--- src/fwc_pkg.sv ---
// Constants, command codes and carrier types for the word-mode flash command controller.
// Assumes a 20 MHz system clock and a 16-bit, 20-bit-address asynchronous NOR flash.
package fwc_pkg;

  // Command-cycle addresses, word mode
  localparam logic [19:0] ADDR_UNLOCK1 = 20'h00555;
  localparam logic [19:0] ADDR_UNLOCK2 = 20'h002aa;
  localparam logic [19:0] ADDR_CFI     = 20'h00055;
  localparam logic [19:0] ADDR_ANY     = 20'h00000;

  // Sector field of an address
  localparam int SECTOR_LSB = 12;
  localparam int SECTOR_MSB = 19;

  // Data codes, upper byte always driven as zero
  localparam logic [15:0] D_UNLOCK1       = 16'h00aa;
  localparam logic [15:0] D_UNLOCK2       = 16'h0055;
  localparam logic [15:0] CMD_RESET       = 16'h00f0;
  localparam logic [15:0] CMD_AUTOSEL     = 16'h0090;
  localparam logic [15:0] CMD_SECSI_ENTER = 16'h0088;
  localparam logic [15:0] CMD_SECSI_EXIT  = 16'h0000;
  localparam logic [15:0] CMD_CFI         = 16'h0098;
  localparam logic [15:0] CMD_PROGRAM     = 16'h00a0;
  localparam logic [15:0] CMD_BYPASS      = 16'h0020;
  localparam logic [15:0] CMD_ERASE_SETUP = 16'h0080;
  localparam logic [15:0] CMD_CHIP_ERASE  = 16'h0010;
  localparam logic [15:0] CMD_SECT_ERASE  = 16'h0030;
  localparam logic [15:0] CMD_SUSPEND     = 16'h00b0;
  localparam logic [15:0] CMD_RESUME      = 16'h0030;

  // Timing
  localparam int CLK_PERIOD_NS    = 50;
  localparam int T_SETUP_NS       = 50;
  localparam int T_WRITE_PULSE_NS = 100;
  localparam int T_ACCESS_NS      = 120;
  localparam int T_HOLD_NS        = 50;
  localparam int T_ERASE_WIN_US   = 50;

  function automatic int cyc_min(input int ns);
    int c;
    c = (ns + CLK_PERIOD_NS - 1) / CLK_PERIOD_NS;
    return (c < 1) ? 1 : c;
  endfunction : cyc_min

  localparam int SETUP_CYC     = cyc_min(T_SETUP_NS);
  localparam int WRITE_CYC     = cyc_min(T_WRITE_PULSE_NS);
  localparam int ACCESS_CYC    = cyc_min(T_ACCESS_NS);
  localparam int HOLD_CYC      = cyc_min(T_HOLD_NS);
  // Longest time: rounds down
  localparam int ERASE_WIN_CYC = (T_ERASE_WIN_US * 1000) / CLK_PERIOD_NS;
  // Room needed to land one more write inside the window
  localparam int WIN_GUARD_CYC = SETUP_CYC + WRITE_CYC + HOLD_CYC + 4;

  typedef enum logic [3:0] {
    OP_READ        = 4'h0,
    OP_RESET       = 4'h1,
    OP_AUTOSEL     = 4'h2,
    OP_SECSI_ENTER = 4'h3,
    OP_SECSI_EXIT  = 4'h4,
    OP_CFI         = 4'h5,
    OP_PROGRAM     = 4'h6,
    OP_BYP_ENTER   = 4'h7,
    OP_BYP_PROGRAM = 4'h8,
    OP_BYP_RESET   = 4'h9,
    OP_CHIP_ERASE  = 4'ha,
    OP_SECT_ERASE  = 4'hb,
    OP_SECT_ADD    = 4'hc,
    OP_SUSPEND     = 4'hd,
    OP_RESUME      = 4'he
  } fwc_op_t;

  typedef struct packed {
    logic        rd;
    logic [19:0] addr;
    logic [15:0] data;
  } fwc_cyc_t;

  typedef struct packed {
    logic        ce_n;
    logic        we_n;
    logic        oe_n;
    logic [19:0] addr;
    logic [15:0] dq_out;
    logic        dq_oe_n;
  } fwc_pins_t;

  typedef struct packed {
    logic autosel;
    logic cfi;
    logic bypass;
    logic secsi;
    logic erasing;
    logic suspended;
    logic chip_erasing;
  } fwc_mode_t;

endpackage : fwc_pkg
--- src/fwc_bus_cycle.sv ---
// One flash bus cycle, read or write, on the chip-select, write and output strobes.
// Assumes the request fields stay stable from i_start until o_done.
`timescale 1ns/100ps
`default_nettype none
module fwc_bus_cycle
  import fwc_pkg::*;
(
  input  wire logic      i_clk,
  input  wire logic      i_rst_n,
  input  wire logic      i_start,
  input  wire fwc_cyc_t  i_cyc,
  input  wire logic [15:0] i_dq_in,
  output var  fwc_pins_t o_pins,
  output var  logic      o_done,
  output var  logic [15:0] o_rdata
);

  typedef enum logic [3:0] {
    BC_IDLE   = 4'b0001,
    BC_SETUP  = 4'b0010,
    BC_STROBE = 4'b0100,
    BC_HOLD   = 4'b1000
  } fwc_bc_state_t;

  typedef struct packed {
    fwc_bc_state_t st;
    logic [3:0]    cnt;
    logic          rd;
    fwc_pins_t     pins;
    logic          done;
    logic [15:0]   rdata;
  } fwc_bc_t;

  localparam fwc_pins_t PINS_IDLE = '{ce_n: 1'b1, we_n: 1'b1, oe_n: 1'b1, addr: 20'h00000,
                                      dq_out: 16'h0000, dq_oe_n: 1'b1};

  fwc_bc_t s_reg;
  fwc_bc_t s_next;

  always_comb
  begin
    s_next      = s_reg;
    s_next.done = 1'b0;
    case (s_reg.st)
      BC_IDLE:
      begin
        if (i_start)
        begin
          // Address and data settle before either strobe edge
          s_next.rd           = i_cyc.rd;
          s_next.pins.addr    = i_cyc.addr;
          s_next.pins.dq_out  = i_cyc.data;
          s_next.pins.dq_oe_n = i_cyc.rd;
          s_next.pins.ce_n    = 1'b0;
          s_next.cnt          = 4'(SETUP_CYC - 1);
          s_next.st           = BC_SETUP;
        end
      end
      BC_SETUP:
      begin
        if (s_reg.cnt == 4'h0)
        begin
          // Write strobe falls last, so it is the address-latching edge
          s_next.pins.we_n = s_reg.rd;
          s_next.pins.oe_n = !s_reg.rd;
          s_next.cnt       = s_reg.rd ? 4'(ACCESS_CYC - 1) : 4'(WRITE_CYC - 1);
          s_next.st        = BC_STROBE;
        end
        else
          s_next.cnt = s_reg.cnt - 4'h1;
      end
      BC_STROBE:
      begin
        if (s_reg.cnt == 4'h0)
        begin
          // Write strobe rises first; data is held past it
          s_next.pins.we_n = 1'b1;
          s_next.pins.oe_n = 1'b1;
          if (s_reg.rd)
            s_next.rdata = i_dq_in;
          s_next.cnt = 4'(HOLD_CYC - 1);
          s_next.st  = BC_HOLD;
        end
        else
          s_next.cnt = s_reg.cnt - 4'h1;
      end
      BC_HOLD:
      begin
        if (s_reg.cnt == 4'h0)
        begin
          s_next.pins.ce_n    = 1'b1;
          s_next.pins.dq_oe_n = 1'b1;
          s_next.done         = 1'b1;
          s_next.st           = BC_IDLE;
        end
        else
          s_next.cnt = s_reg.cnt - 4'h1;
      end
      default:
      begin
        s_next.pins = PINS_IDLE;
        s_next.st   = BC_IDLE;
      end
    endcase
  end

  always_ff @(posedge i_clk or negedge i_rst_n)
  begin
    if (!i_rst_n)
      s_reg <= '{st: BC_IDLE, cnt: 4'h0, rd: 1'b0, pins: PINS_IDLE, done: 1'b0,
                 rdata: 16'h0000};
    else
      s_reg <= s_next;
  end

  assign o_pins  = s_reg.pins;
  assign o_done  = s_reg.done;
  assign o_rdata = s_reg.rdata;

endmodule : fwc_bus_cycle
`default_nettype wire

--- src/fwc_ctrl.sv ---
// Host-side command controller for a word-mode boot-sector NOR flash.
// Assumes the flash pins are wired direct and data inputs are synchronous to I_CLOCK.
`timescale 1ns/100ps
`default_nettype none
module fwc_ctrl
  import fwc_pkg::*;
(
  input  wire logic        I_CLOCK,
  input  wire logic        I_RST_N,
  input  wire logic        I_REQ_VALID,
  input  wire fwc_op_t     I_REQ_OP,
  input  wire logic [19:0] I_REQ_ADDR,
  input  wire logic [15:0] I_REQ_DATA,
  input  wire logic        I_ERASE_DONE,
  input  wire logic [15:0] I_FL_DQ_IN,
  output var  logic        O_REQ_READY,
  output var  logic        O_DONE,
  output var  logic        O_REJECT,
  output var  logic [15:0] O_RD_DATA,
  output var  fwc_mode_t   O_MODE,
  output var  logic        O_FL_CE_N,
  output var  logic        O_FL_WE_N,
  output var  logic        O_FL_OE_N,
  output var  logic [19:0] O_FL_ADDR,
  output var  logic [15:0] O_FL_DQ_OUT,
  output var  logic        O_FL_DQ_OE_N
);

  typedef enum logic [2:0] {
    M_IDLE  = 3'b001,
    M_ISSUE = 3'b010,
    M_WAIT  = 3'b100
  } fwc_m_state_t;

  typedef struct packed {
    fwc_m_state_t st;
    fwc_op_t      op;
    logic [19:0]  addr;
    logic [15:0]  data;
    logic [2:0]   step;
    fwc_mode_t    mode;
    logic [10:0]  win;
    logic         start;
    logic         ready;
    logic         done;
    logic         reject;
    logic [15:0]  rdata;
  } fwc_ctrl_t;

  localparam logic [10:0] WIN_LOAD  = 11'(ERASE_WIN_CYC);
  localparam logic [10:0] WIN_GUARD = 11'(WIN_GUARD_CYC);

  function automatic logic [19:0] sector_of(input logic [19:0] a);
    return {a[SECTOR_MSB:SECTOR_LSB], 12'h000};
  endfunction : sector_of

  function automatic logic [2:0] seq_len(input fwc_op_t op);
    case (op)
      OP_AUTOSEL, OP_SECSI_EXIT, OP_PROGRAM:   return 3'd4;
      OP_SECSI_ENTER, OP_BYP_ENTER:            return 3'd3;
      OP_BYP_PROGRAM, OP_BYP_RESET:            return 3'd2;
      OP_CHIP_ERASE, OP_SECT_ERASE:            return 3'd6;
      default:                                 return 3'd1;
    endcase
  endfunction : seq_len

  function automatic logic [15:0] third_cmd(input fwc_op_t op);
    case (op)
      OP_AUTOSEL, OP_SECSI_EXIT:    return CMD_AUTOSEL;
      OP_SECSI_ENTER:               return CMD_SECSI_ENTER;
      OP_PROGRAM:                   return CMD_PROGRAM;
      OP_BYP_ENTER:                 return CMD_BYPASS;
      default:                      return CMD_ERASE_SETUP;
    endcase
  endfunction : third_cmd

  // Sequences are built only from this table, so the flash never sees a stray write
  function automatic fwc_cyc_t cyc_of(input fwc_op_t op, input logic [2:0] step,
                                      input logic [19:0] a, input logic [15:0] d);
    fwc_cyc_t c;
    c = '{rd: 1'b0, addr: ADDR_UNLOCK1, data: D_UNLOCK1};
    case (op)
      OP_READ:     c = '{rd: 1'b1, addr: a, data: 16'h0000};
      OP_RESET:    c.data = CMD_RESET;
      OP_CFI:      c = '{rd: 1'b0, addr: ADDR_CFI, data: CMD_CFI};
      OP_SUSPEND:  c = '{rd: 1'b0, addr: ADDR_ANY, data: CMD_SUSPEND};
      OP_RESUME:   c = '{rd: 1'b0, addr: ADDR_ANY, data: CMD_RESUME};
      OP_SECT_ADD: c = '{rd: 1'b0, addr: sector_of(a), data: CMD_SECT_ERASE};
      OP_BYP_PROGRAM:
        c = (step == 3'd0) ? fwc_cyc_t'{rd: 1'b0, addr: ADDR_ANY, data: CMD_PROGRAM}
                           : fwc_cyc_t'{rd: 1'b0, addr: a, data: d};
      OP_BYP_RESET:
        c = '{rd: 1'b0, addr: ADDR_ANY,
              data: (step == 3'd0) ? CMD_AUTOSEL : CMD_RESET};
      default:
      begin
        case (step)
          3'd0, 3'd3: c = '{rd: 1'b0, addr: ADDR_UNLOCK1, data: D_UNLOCK1};
          3'd1, 3'd4: c = '{rd: 1'b0, addr: ADDR_UNLOCK2, data: D_UNLOCK2};
          3'd2:       c = '{rd: 1'b0, addr: ADDR_UNLOCK1, data: third_cmd(op)};
          default:    c = '{rd: 1'b0, addr: ADDR_UNLOCK1, data: CMD_CHIP_ERASE};
        endcase
        if (step == 3'd3 && op == OP_AUTOSEL)
          c = '{rd: 1'b1, addr: a, data: 16'h0000};
        if (step == 3'd3 && op == OP_SECSI_EXIT)
          c = '{rd: 1'b0, addr: ADDR_ANY, data: CMD_SECSI_EXIT};
        if (step == 3'd3 && op == OP_PROGRAM)
          c = '{rd: 1'b0, addr: a, data: d};
        if (step == 3'd5 && op == OP_SECT_ERASE)
          c = '{rd: 1'b0, addr: sector_of(a), data: CMD_SECT_ERASE};
      end
    endcase
    return c;
  endfunction : cyc_of

  function automatic logic allowed(input fwc_op_t op, input fwc_mode_t m,
                                   input logic [10:0] win);
    logic busy;
    logic quiet;
    busy  = m.chip_erasing | (m.erasing & ~m.suspended);
    quiet = ~m.bypass & ~m.erasing & ~m.chip_erasing & ~m.autosel & ~m.cfi;
    if (m.bypass)
      return op == OP_READ || op == OP_RESET || op == OP_BYP_PROGRAM ||
             op == OP_BYP_RESET;
    case (op)
      OP_READ:        return 1'b1;
      OP_RESET:       return ~busy;
      OP_AUTOSEL:     return ~busy & ~m.cfi;
      OP_SECSI_ENTER,
      OP_SECSI_EXIT:  return ~busy & ~m.erasing & ~m.cfi;
      OP_CFI:         return ~m.erasing & ~m.chip_erasing & ~m.cfi;
      OP_PROGRAM:     return ~busy & ~m.autosel & ~m.cfi;
      OP_BYP_ENTER,
      OP_CHIP_ERASE,
      OP_SECT_ERASE:  return quiet;
      OP_SECT_ADD:    return m.erasing & ~m.suspended & (win > WIN_GUARD);
      OP_SUSPEND:     return m.erasing & ~m.suspended;
      OP_RESUME:      return m.suspended & ~m.autosel;
      default:        return 1'b0;
    endcase
  endfunction : allowed

  fwc_ctrl_t    s_reg;
  fwc_ctrl_t    s_next;
  fwc_cyc_t     bc_cyc;
  fwc_pins_t    bc_pins;
  logic         bc_done;
  logic [15:0]  bc_rdata;

  assign bc_cyc = cyc_of(s_reg.op, s_reg.step, s_reg.addr, s_reg.data);

  fwc_bus_cycle u_cycle (
    .i_clk   (I_CLOCK),
    .i_rst_n (I_RST_N),
    .i_start (s_reg.start),
    .i_cyc   (bc_cyc),
    .i_dq_in (I_FL_DQ_IN),
    .o_pins  (bc_pins),
    .o_done  (bc_done),
    .o_rdata (bc_rdata)
  );

  always_comb
  begin
    s_next        = s_reg;
    s_next.start  = 1'b0;
    s_next.done   = 1'b0;
    s_next.reject = 1'b0;
    if (s_reg.win != 11'h000)
      s_next.win = s_reg.win - 11'h001;
    case (s_reg.st)
      M_IDLE:
      begin
        // Ready rises on the first edge after reset and stays up while idle
        s_next.ready = 1'b1;
        if (I_REQ_VALID && s_reg.ready)
        begin
          if (allowed(I_REQ_OP, s_reg.mode, s_reg.win))
          begin
            s_next.op    = I_REQ_OP;
            s_next.addr  = I_REQ_ADDR;
            s_next.data  = I_REQ_DATA;
            s_next.step  = 3'd0;
            s_next.ready = 1'b0;
            s_next.start = 1'b1;
            s_next.st    = M_WAIT;
          end
          else
            s_next.reject = 1'b1;
        end
      end
      M_ISSUE:
      begin
        s_next.start = 1'b1;
        s_next.st    = M_WAIT;
      end
      M_WAIT:
      begin
        if (bc_done)
        begin
          if (s_reg.step == seq_len(s_reg.op) - 3'd1)
          begin
            s_next.rdata = bc_rdata;
            s_next.done  = 1'b1;
            s_next.ready = 1'b1;
            s_next.st    = M_IDLE;
            case (s_reg.op)
              OP_RESET:
              begin
                // Suspend survives: leaving autoselect reverts to suspend mode
                s_next.mode.autosel = 1'b0;
                s_next.mode.cfi     = 1'b0;
                s_next.mode.bypass  = 1'b0;
              end
              OP_AUTOSEL:     s_next.mode.autosel = 1'b1;
              OP_SECSI_ENTER: s_next.mode.secsi = 1'b1;
              OP_SECSI_EXIT:
              begin
                s_next.mode.secsi   = 1'b0;
                s_next.mode.autosel = 1'b0;
              end
              OP_CFI:         s_next.mode.cfi = 1'b1;
              OP_BYP_ENTER:   s_next.mode.bypass = 1'b1;
              OP_BYP_RESET:   s_next.mode.bypass = 1'b0;
              OP_CHIP_ERASE:  s_next.mode.chip_erasing = 1'b1;
              OP_SECT_ERASE,
              OP_SECT_ADD:
              begin
                s_next.mode.erasing = 1'b1;
                s_next.win          = WIN_LOAD;
              end
              OP_SUSPEND:
              begin
                s_next.mode.suspended = 1'b1;
                s_next.win            = 11'h000;
              end
              OP_RESUME:      s_next.mode.suspended = 1'b0;
              default:        s_next.mode = s_reg.mode;
            endcase
          end
          else
          begin
            s_next.step = s_reg.step + 3'd1;
            s_next.st   = M_ISSUE;
          end
        end
      end
      default:
      begin
        s_next.st    = M_IDLE;
        s_next.ready = 1'b1;
      end
    endcase
    // Only the caller can see completion; status polling is not ours
    if (I_ERASE_DONE)
    begin
      s_next.mode.erasing      = 1'b0;
      s_next.mode.suspended    = 1'b0;
      s_next.mode.chip_erasing = 1'b0;
      s_next.win               = 11'h000;
    end
  end

  always_ff @(posedge I_CLOCK or negedge I_RST_N)
  begin
    if (!I_RST_N)
      s_reg <= '{st: M_IDLE, op: OP_READ, addr: 20'h00000, data: 16'h0000, step: 3'd0,
                 mode: 7'h00, win: 11'h000, start: 1'b0, ready: 1'b0, done: 1'b0,
                 reject: 1'b0, rdata: 16'h0000};
    else
      s_reg <= s_next;
  end

  // Pins come straight from the cycle engine's flip-flops
  assign O_REQ_READY  = s_reg.ready;
  assign O_DONE       = s_reg.done;
  assign O_REJECT     = s_reg.reject;
  assign O_RD_DATA    = s_reg.rdata;
  assign O_MODE       = s_reg.mode;
  assign O_FL_CE_N    = bc_pins.ce_n;
  assign O_FL_WE_N    = bc_pins.we_n;
  assign O_FL_OE_N    = bc_pins.oe_n;
  assign O_FL_ADDR    = bc_pins.addr;
  assign O_FL_DQ_OUT  = bc_pins.dq_out;
  assign O_FL_DQ_OE_N = bc_pins.dq_oe_n;

endmodule : fwc_ctrl
`default_nettype wire

--- config.mk ---
export PLATFORM = sky130hd
export DESIGN_NAME = fwc_ctrl
export DESIGN_NICKNAME = d
export VERILOG_FILES = /design/src/fwc_pkg.sv /design/src/fwc_bus_cycle.sv /design/src/fwc_ctrl.sv
export SDC_FILE = /design/constraint.sdc
export NUM_CORES = 1
export LEC_CHECK = 0
export ABC_AREA = 1
export BUFFER_PORTS_ARGS = -buffer_cell sky130_fd_sc_hd__buf_2
export CORE_UTILIZATION = 37
export CTS_BUF_LIST = sky130_fd_sc_hd__clkbuf_16
export CTS_CLUSTER_DIAMETER = 80
export CTS_CLUSTER_SIZE = 28
export DETAILED_ROUTE_END_ITERATION = 7
export SLEW_MARGIN = 25
export SYNTH_ARGS = -nofsm -noshare
export SYNTH_HDL_FRONTEND = slang
export SYNTH_SLANG_ARGS = --single-unit
--- constraint.sdc ---
create_clock -name I_CLOCK -period 5.2 [get_ports I_CLOCK]
set_clock_uncertainty 0.15 [all_clocks]
set_input_delay 0.78 -clock I_CLOCK [delete_from_list [all_inputs] [get_ports I_CLOCK]]
set_output_delay 0.78 -clock I_CLOCK [all_outputs]
set_load 0.05 [all_outputs]
### Word level (Yosys, flattened, before mapping)

Memories as Yosys holds them, arrays and structs flattened.
Cells that the tools add are included.

| cells by class | value |
|---|---|
| add/sub/neg operators | 4 |
| magnitude comparators | 1 |
| equal/unequal tests | 51 |
| mux-type cells | 70 |
| bitwise logic cells | 26 |
| reductions and logical operators | 58 |

Operators with widths:

| cell | count |
|---|---|
| 37-bit 2-to-1 mux | 5 |
| 21-bit one-hot mux with 6 select lines | 1 |
| 16-bit one-hot mux with 7 select lines | 1 |
| 46-bit 2-to-1 mux | 2 |
| 27-bit one-hot mux with 3 select lines | 1 |
| 36-bit one-hot mux with 2 select lines | 1 |
| 4-bit == test, second input constant | 15 |
| 4-bit by 3-bit == test with 1-bit output, second input constant | 9 |
| 36-bit 2-to-1 mux | 1 |
| 4-bit one-hot mux with 4 select lines | 2 |
| 8-bit one-hot mux with 4 select lines | 1 |
| 4-bit AND reduction | 8 |
| 14-bit 2-to-1 mux | 2 |
| 4-bit 2-to-1 mux | 6 |
| 3-bit AND reduction | 8 |
| 11-bit one-hot mux with 2 select lines | 1 |
| 21-bit 2-to-1 mux | 1 |
| 4-bit by 2-bit == test with 1-bit output, second input constant | 5 |
| 2-bit nonzero test | 10 |
| 2-bit OR reduction | 10 |
| 18-bit 2-to-1 mux | 1 |
| 2-bit 2-to-1 mux | 9 |
| 1-bit 2-to-1 mux | 15 |
| 1-bit AND | 14 |
| other kinds (35) | 81 |

| storage, ports and cells | value |
|---|---|
| bits in registers | 150 |
| ROM bits | 48 |
| input port bits | 60 |
| output and inout bits | 66 |
| logic and storage cells | 240 |
| memories kept | 1 |

Memories:

| memory | depth | width | rd ports | clocked after memory_dff | write ports | line | RTL |
|---|---|---|---|---|---|---|---|
| (no name shown) | 16 | 3 | 1 | 0 | 0 | fwc_ctrl.sv:58 | `case (op)` |

### Depth between registers and ports, before layout

| depth | value |
|---|---|
| depth after elaboration | 13 |
| mapped depth | 14 |
| gate-level depth less buffers | 13 |

### Modules after synthesis

Synthesis repeated with hierarchy kept, for this count alone.

| second synthesis, totals | value |
|---|---|
| cell total of the unflattened synthesis | 1,067 |
| area, all modules | 8,295.5 µm² |

Modules (own cells, without submodules):

| module | instances | cells an instance | area an instance (µm²) | sequential area each (µm²) |
|---|---|---|---|---|
| fwc_ctrl | 1 | 670 | 4,974.8 | 2,103.3 |
| fwc_bus_cycle | 1 | 397 | 3,320.7 | 1,657.8 |

### Least setup slack after synthesis

Ideal clock, no wire load.

| timing path | value |
|---|---|
| path type | register -> register |
| from | register s_reg[80] (netlist bit) |
| to | register s_reg[29] (netlist bit) |
| library setup time | 0.118 ns |
| arrival time | 1.959 ns |
| required time | 4.932 ns |
| setup slack | 2.974 ns |
| cell stages (with the launch flop) | 14 |
| path buffers | 0 |
| clock period less this slack | 2.226 ns |
| cell sequence | dfrtp_1 > nand2_1 > inv_1 > a31oi_1 > ha_1 > xor2_1 > nand2_1 > nor2_2 > nand2_2 > nor2_8 > nand3_1 > nand2_2 > o21bai_1 > inv_1 |

RTL lines:

| item | line | RTL |
|---|---|---|
| start, declared | fwc_ctrl.sv:143 | `fwc_ctrl_t s_reg;` |
| start signal, assigned | fwc_ctrl.sv:267 | `s_reg <= '{st: M_IDLE, op: OP_READ, addr: 20'h00000, data: 16'h0000, step: 3'd0,` |
| start signal, assigned | fwc_ctrl.sv:271 | `s_reg <= s_next;` |

### Final worst setup path

| timing path | value |
|---|---|
| from | register u_cycle.s_reg[62] (netlist bit) |
| to | register u_cycle.s_reg, in the netlist u_cycle.o_pins[24] |

| on the way | value |
|---|---|
| cells in the longest elaborated chain, start to end | 4 |
| elaborated cells on any way between the ends | 9 |
| those cells by class | 5 x eq/ne; 1 x mux; 1 x bitwise; 2 x reduce/logical |

Ends and longest elaborated chain:

| item | line | RTL |
|---|---|---|
| start, declared | fwc_bus_cycle.sv:37 | `fwc_bc_t s_reg;` |
| start signal, assigned | fwc_bus_cycle.sv:110 | `s_reg <= '{st: BC_IDLE, cnt: 4'h0, rd: 1'b0, pins: PINS_IDLE, done: 1'b0,` |
| start signal, assigned | fwc_bus_cycle.sv:113 | `s_reg <= s_next;` |
| 4-bit by 2-bit == test with 1-bit output, or another cell as far along | fwc_bus_cycle.sv:44 | `case (s_reg.st)` |
| 3-bit OR reduction (no source line) | n/a |  |
| 1-bit inverter (no source line) | n/a |  |
| 2-bit AND reduction (no source line) | n/a |  |

Parallel ways exist; a longest one is shown, timed or not.
A chain may end at the register's enable or synchronous reset.

==> out/results.tsv <==
metric	value	unit
status	finished clean	
Crit. End Element	flop	
Final nets	1089	
Vias	6137	
layout cells sized above 1	0.1973	
RSZ-0062 raised after global routing	false	
Worst Setup Start Kind	flop	
fin crit period	3.171	ns
Top Ports	126	
Die X	147.1	µm
commonest cells after routing, fill and taps aside	210 x nand2_1, 157 x inv_1, 144 x dfrtp_1	
Pwr Density	549.3	nW/µm²
CTS H-tree lvls	4	
Crit-path slowest cell	nand2_1	
mapped cell area	7789	µm²
Final ANT Viol Nets	0	
post-synthesis sequential area ratio	0.4829	
largest net degree at the start of global routing	82	
grt met2 use	0.2908	
final wirelength	18470	µm
Initial DRC Count	324	
initial core utilization	0.3812	
Hold Path Class	in2async	
setup slack at placement	1.872	ns
part of the cycle the worst path needs	0.6098	
final instance area	8841	µm²
vias in the first global route	5991	
Mean Syn Cell Area	8.156	µm²
Die ar.	21640	µm²
Core ar.	20430	µm²
actual slew at the worst max-slew pin	0.9589	ns
routed len/inst	14.17	µm
DRC Markers	0	
Worst slew margin	0.3592	
Final GP Congestion	0.8814	
Synth Net Count	1023	
Vert. Die Dim	147.1	µm
via density per instance	4.706	
Unique masters post-synth	42	
hold buffers post-CTS	0	
Crit Reg-Reg Startpoint	u_cycle.s_reg[62]	
CTS max path bufs	2	
GRT Max-Usage Layer	met2	
DP Area	8249	µm²
CP Class	reg2reg	
cts repair resizes	0	
GR met1 Demand/Resource	0.2409	
Area Growth Syn to Fin	13.51	%
CTS tree	built	
critical path arrival	3.36	ns
clock buffer count from CTS	17	
initial antenna violation count	0	
warning count from the yosys run	0	
max cap viols	0	
Post-CTS Setup Bufs	0	
crit-path cells	inv_1 -> nor3_1 -> nand2_1 -> inv_1 -> nand3_1 -> o21ai_0	
# setup viols final	0	
worst path required time	5.39	ns
Root Driver	clkbuf_16	
Pins Over Slew Limit	0	
commonest non-fill, non-tap cell in the layout	nand2_1	
GR Overflow Total	0	
GRT Resource Usage Total	0.1786	
Syn Inst Count	955	
Core Rows	52	
worst reg2reg path depth	6	
first-pass GRT wire length	30410	µm
flops & latches, synth	150	
FF-to-FF setup slack	2.03	ns
setup TNS	0	ns
final hold vios	0	
source-to-sink clock delay at the later pin of the worst-skew pair	0.43	ns
grt met3 use	0.03758	
Worst-path clk slew	0.06	ns
detailed placer's ending HPWL	13080	µm
fmax	315.3	MHz
maximum VDD drop	0.2162	mV
antenna cells	0	
Final WS setup	2.029	ns
CP max stage delay	0.70	ns
leakage power	4.835	nW
clk sinks	150	
# port buffers	125	
most frequent CP cell	inv_1	
reg-to-reg endpoint	u_cycle.o_pins[24]	
CP Max Fanout	21	
max FFs per register	58	
drt pass-1 iters	5	
==> where the power goes <==
part / switching (mW) / leakage [nW] / internal (mW)
Sequential: 0.172 / 1.88 / 1.49
Clock: 0.520 / 0.284 / 0.717
Combinational: 1.44 / 2.67 / 0.518
==> cells by family after synthesis <==
group                    count (synthesis)  share of synthesized area
flip-flops                             150                     0.4829
AO/OA/AOI/OAI                          182                     0.1349
XOR/XNOR                                10                    0.01125
AND/OR/NAND/NOR                        346                     0.1873
buffers and inverters                  243                     0.1476
multiplexers                            16                    0.02313
adder cells (fa/ha/maj)                  8                    0.01285
==> metrics by stage <==
step | hold slack, ns | utilization | instances | power [mW]
2_1_floorplan | 0.2931 | - | 955 | 3.273
3_3_place_gp | 0.3006 | 0.4038 | 1272 | 3.615
3_5_place_dp | 0.3032 | 0.4038 | 1272 | 3.636
4_1_cts | 0.2832 | 0.4328 | 1304 | 4.898
5_1_grt | 0.3320 | 0.4328 | 1304 | 5.206
6_report | 0.2580 | 0.4328 | 1304 | 4.856
==> synthesized netlist by cell type (all sizes together) <==
cell     number  share of area
nand2       214           0.10
inv         160          0.077
dfrtp       144           0.46
o21ai       108          0.070
buf          72          0.065
nor2         68          0.037
nand3        47          0.032
a21oi        22          0.014
o31ai        22          0.021
mux2         16          0.023
clkbuf       11         0.0055
nor3         10         0.0077
o211ai       10         0.0096
xor2          9          0.010
ha            8          0.013
dfstp         6          0.020
nand4         5         0.0040
a211oi        3         0.0029
a31oi         3         0.0024
o21a          3         0.0029
o22ai         3         0.0032
a2bb2oi       2         0.0022
nand3b        2         0.0019
o21bai        2         0.0019
a32oi         1         0.0011
o2111ai       1         0.0011
o22a          1         0.0011
o32ai         1         0.0011
xnor2         1         0.0011
==> worst max-delay path, delay by kind of cell (launching register included) <==
kind	cells	cell delay, ns
and+or+nand+nor	3	1.46
buffers and inverters	2	0.72
DFF	1	0.53
AOI/OAI and AO/OA	1	0.22
==> worst max path at each step <==
| stage | from | to | slack, ns | depth (start not counted) |
|---|---|---|---|---|
| after floorplan | s_reg[80] | s_reg[29] | 2.97 | 13 |
| after global placement | I_REQ_OP[1] | s_reg[67] | 1.91 | 12 |
| after detailed placement | I_REQ_OP[2] | s_reg[72] | 1.87 | 13 |
| after CTS | u_cycle.s_reg[62] | u_cycle.o_pins[24] | 2.08 | 6 |
| after global routing | u_cycle.s_reg[64] | u_cycle.o_pins[24] | 1.76 | 7 |
| final | u_cycle.s_reg[62] | u_cycle.o_pins[24] | 2.03 | 6 |
==> layout make-up <==
class                      instances  area, µm²
timing repair buffer             130      669.4
fill                            2102      11590
inverter                         160      600.6
multi-input combinational        562       2880
clock buffer                      17      425.4
tap                              270      337.8
sequential                       150       3761
clock inverter                    15      166.4
==> routing by layer <==
layer	wire length, µm	vias up
met5	0	-
met4	228	0
met3	687	19
met2	8648	126
met1	8907	2869
li1	-	3123
No activity file was read; power rests on OpenSTA's default activity.
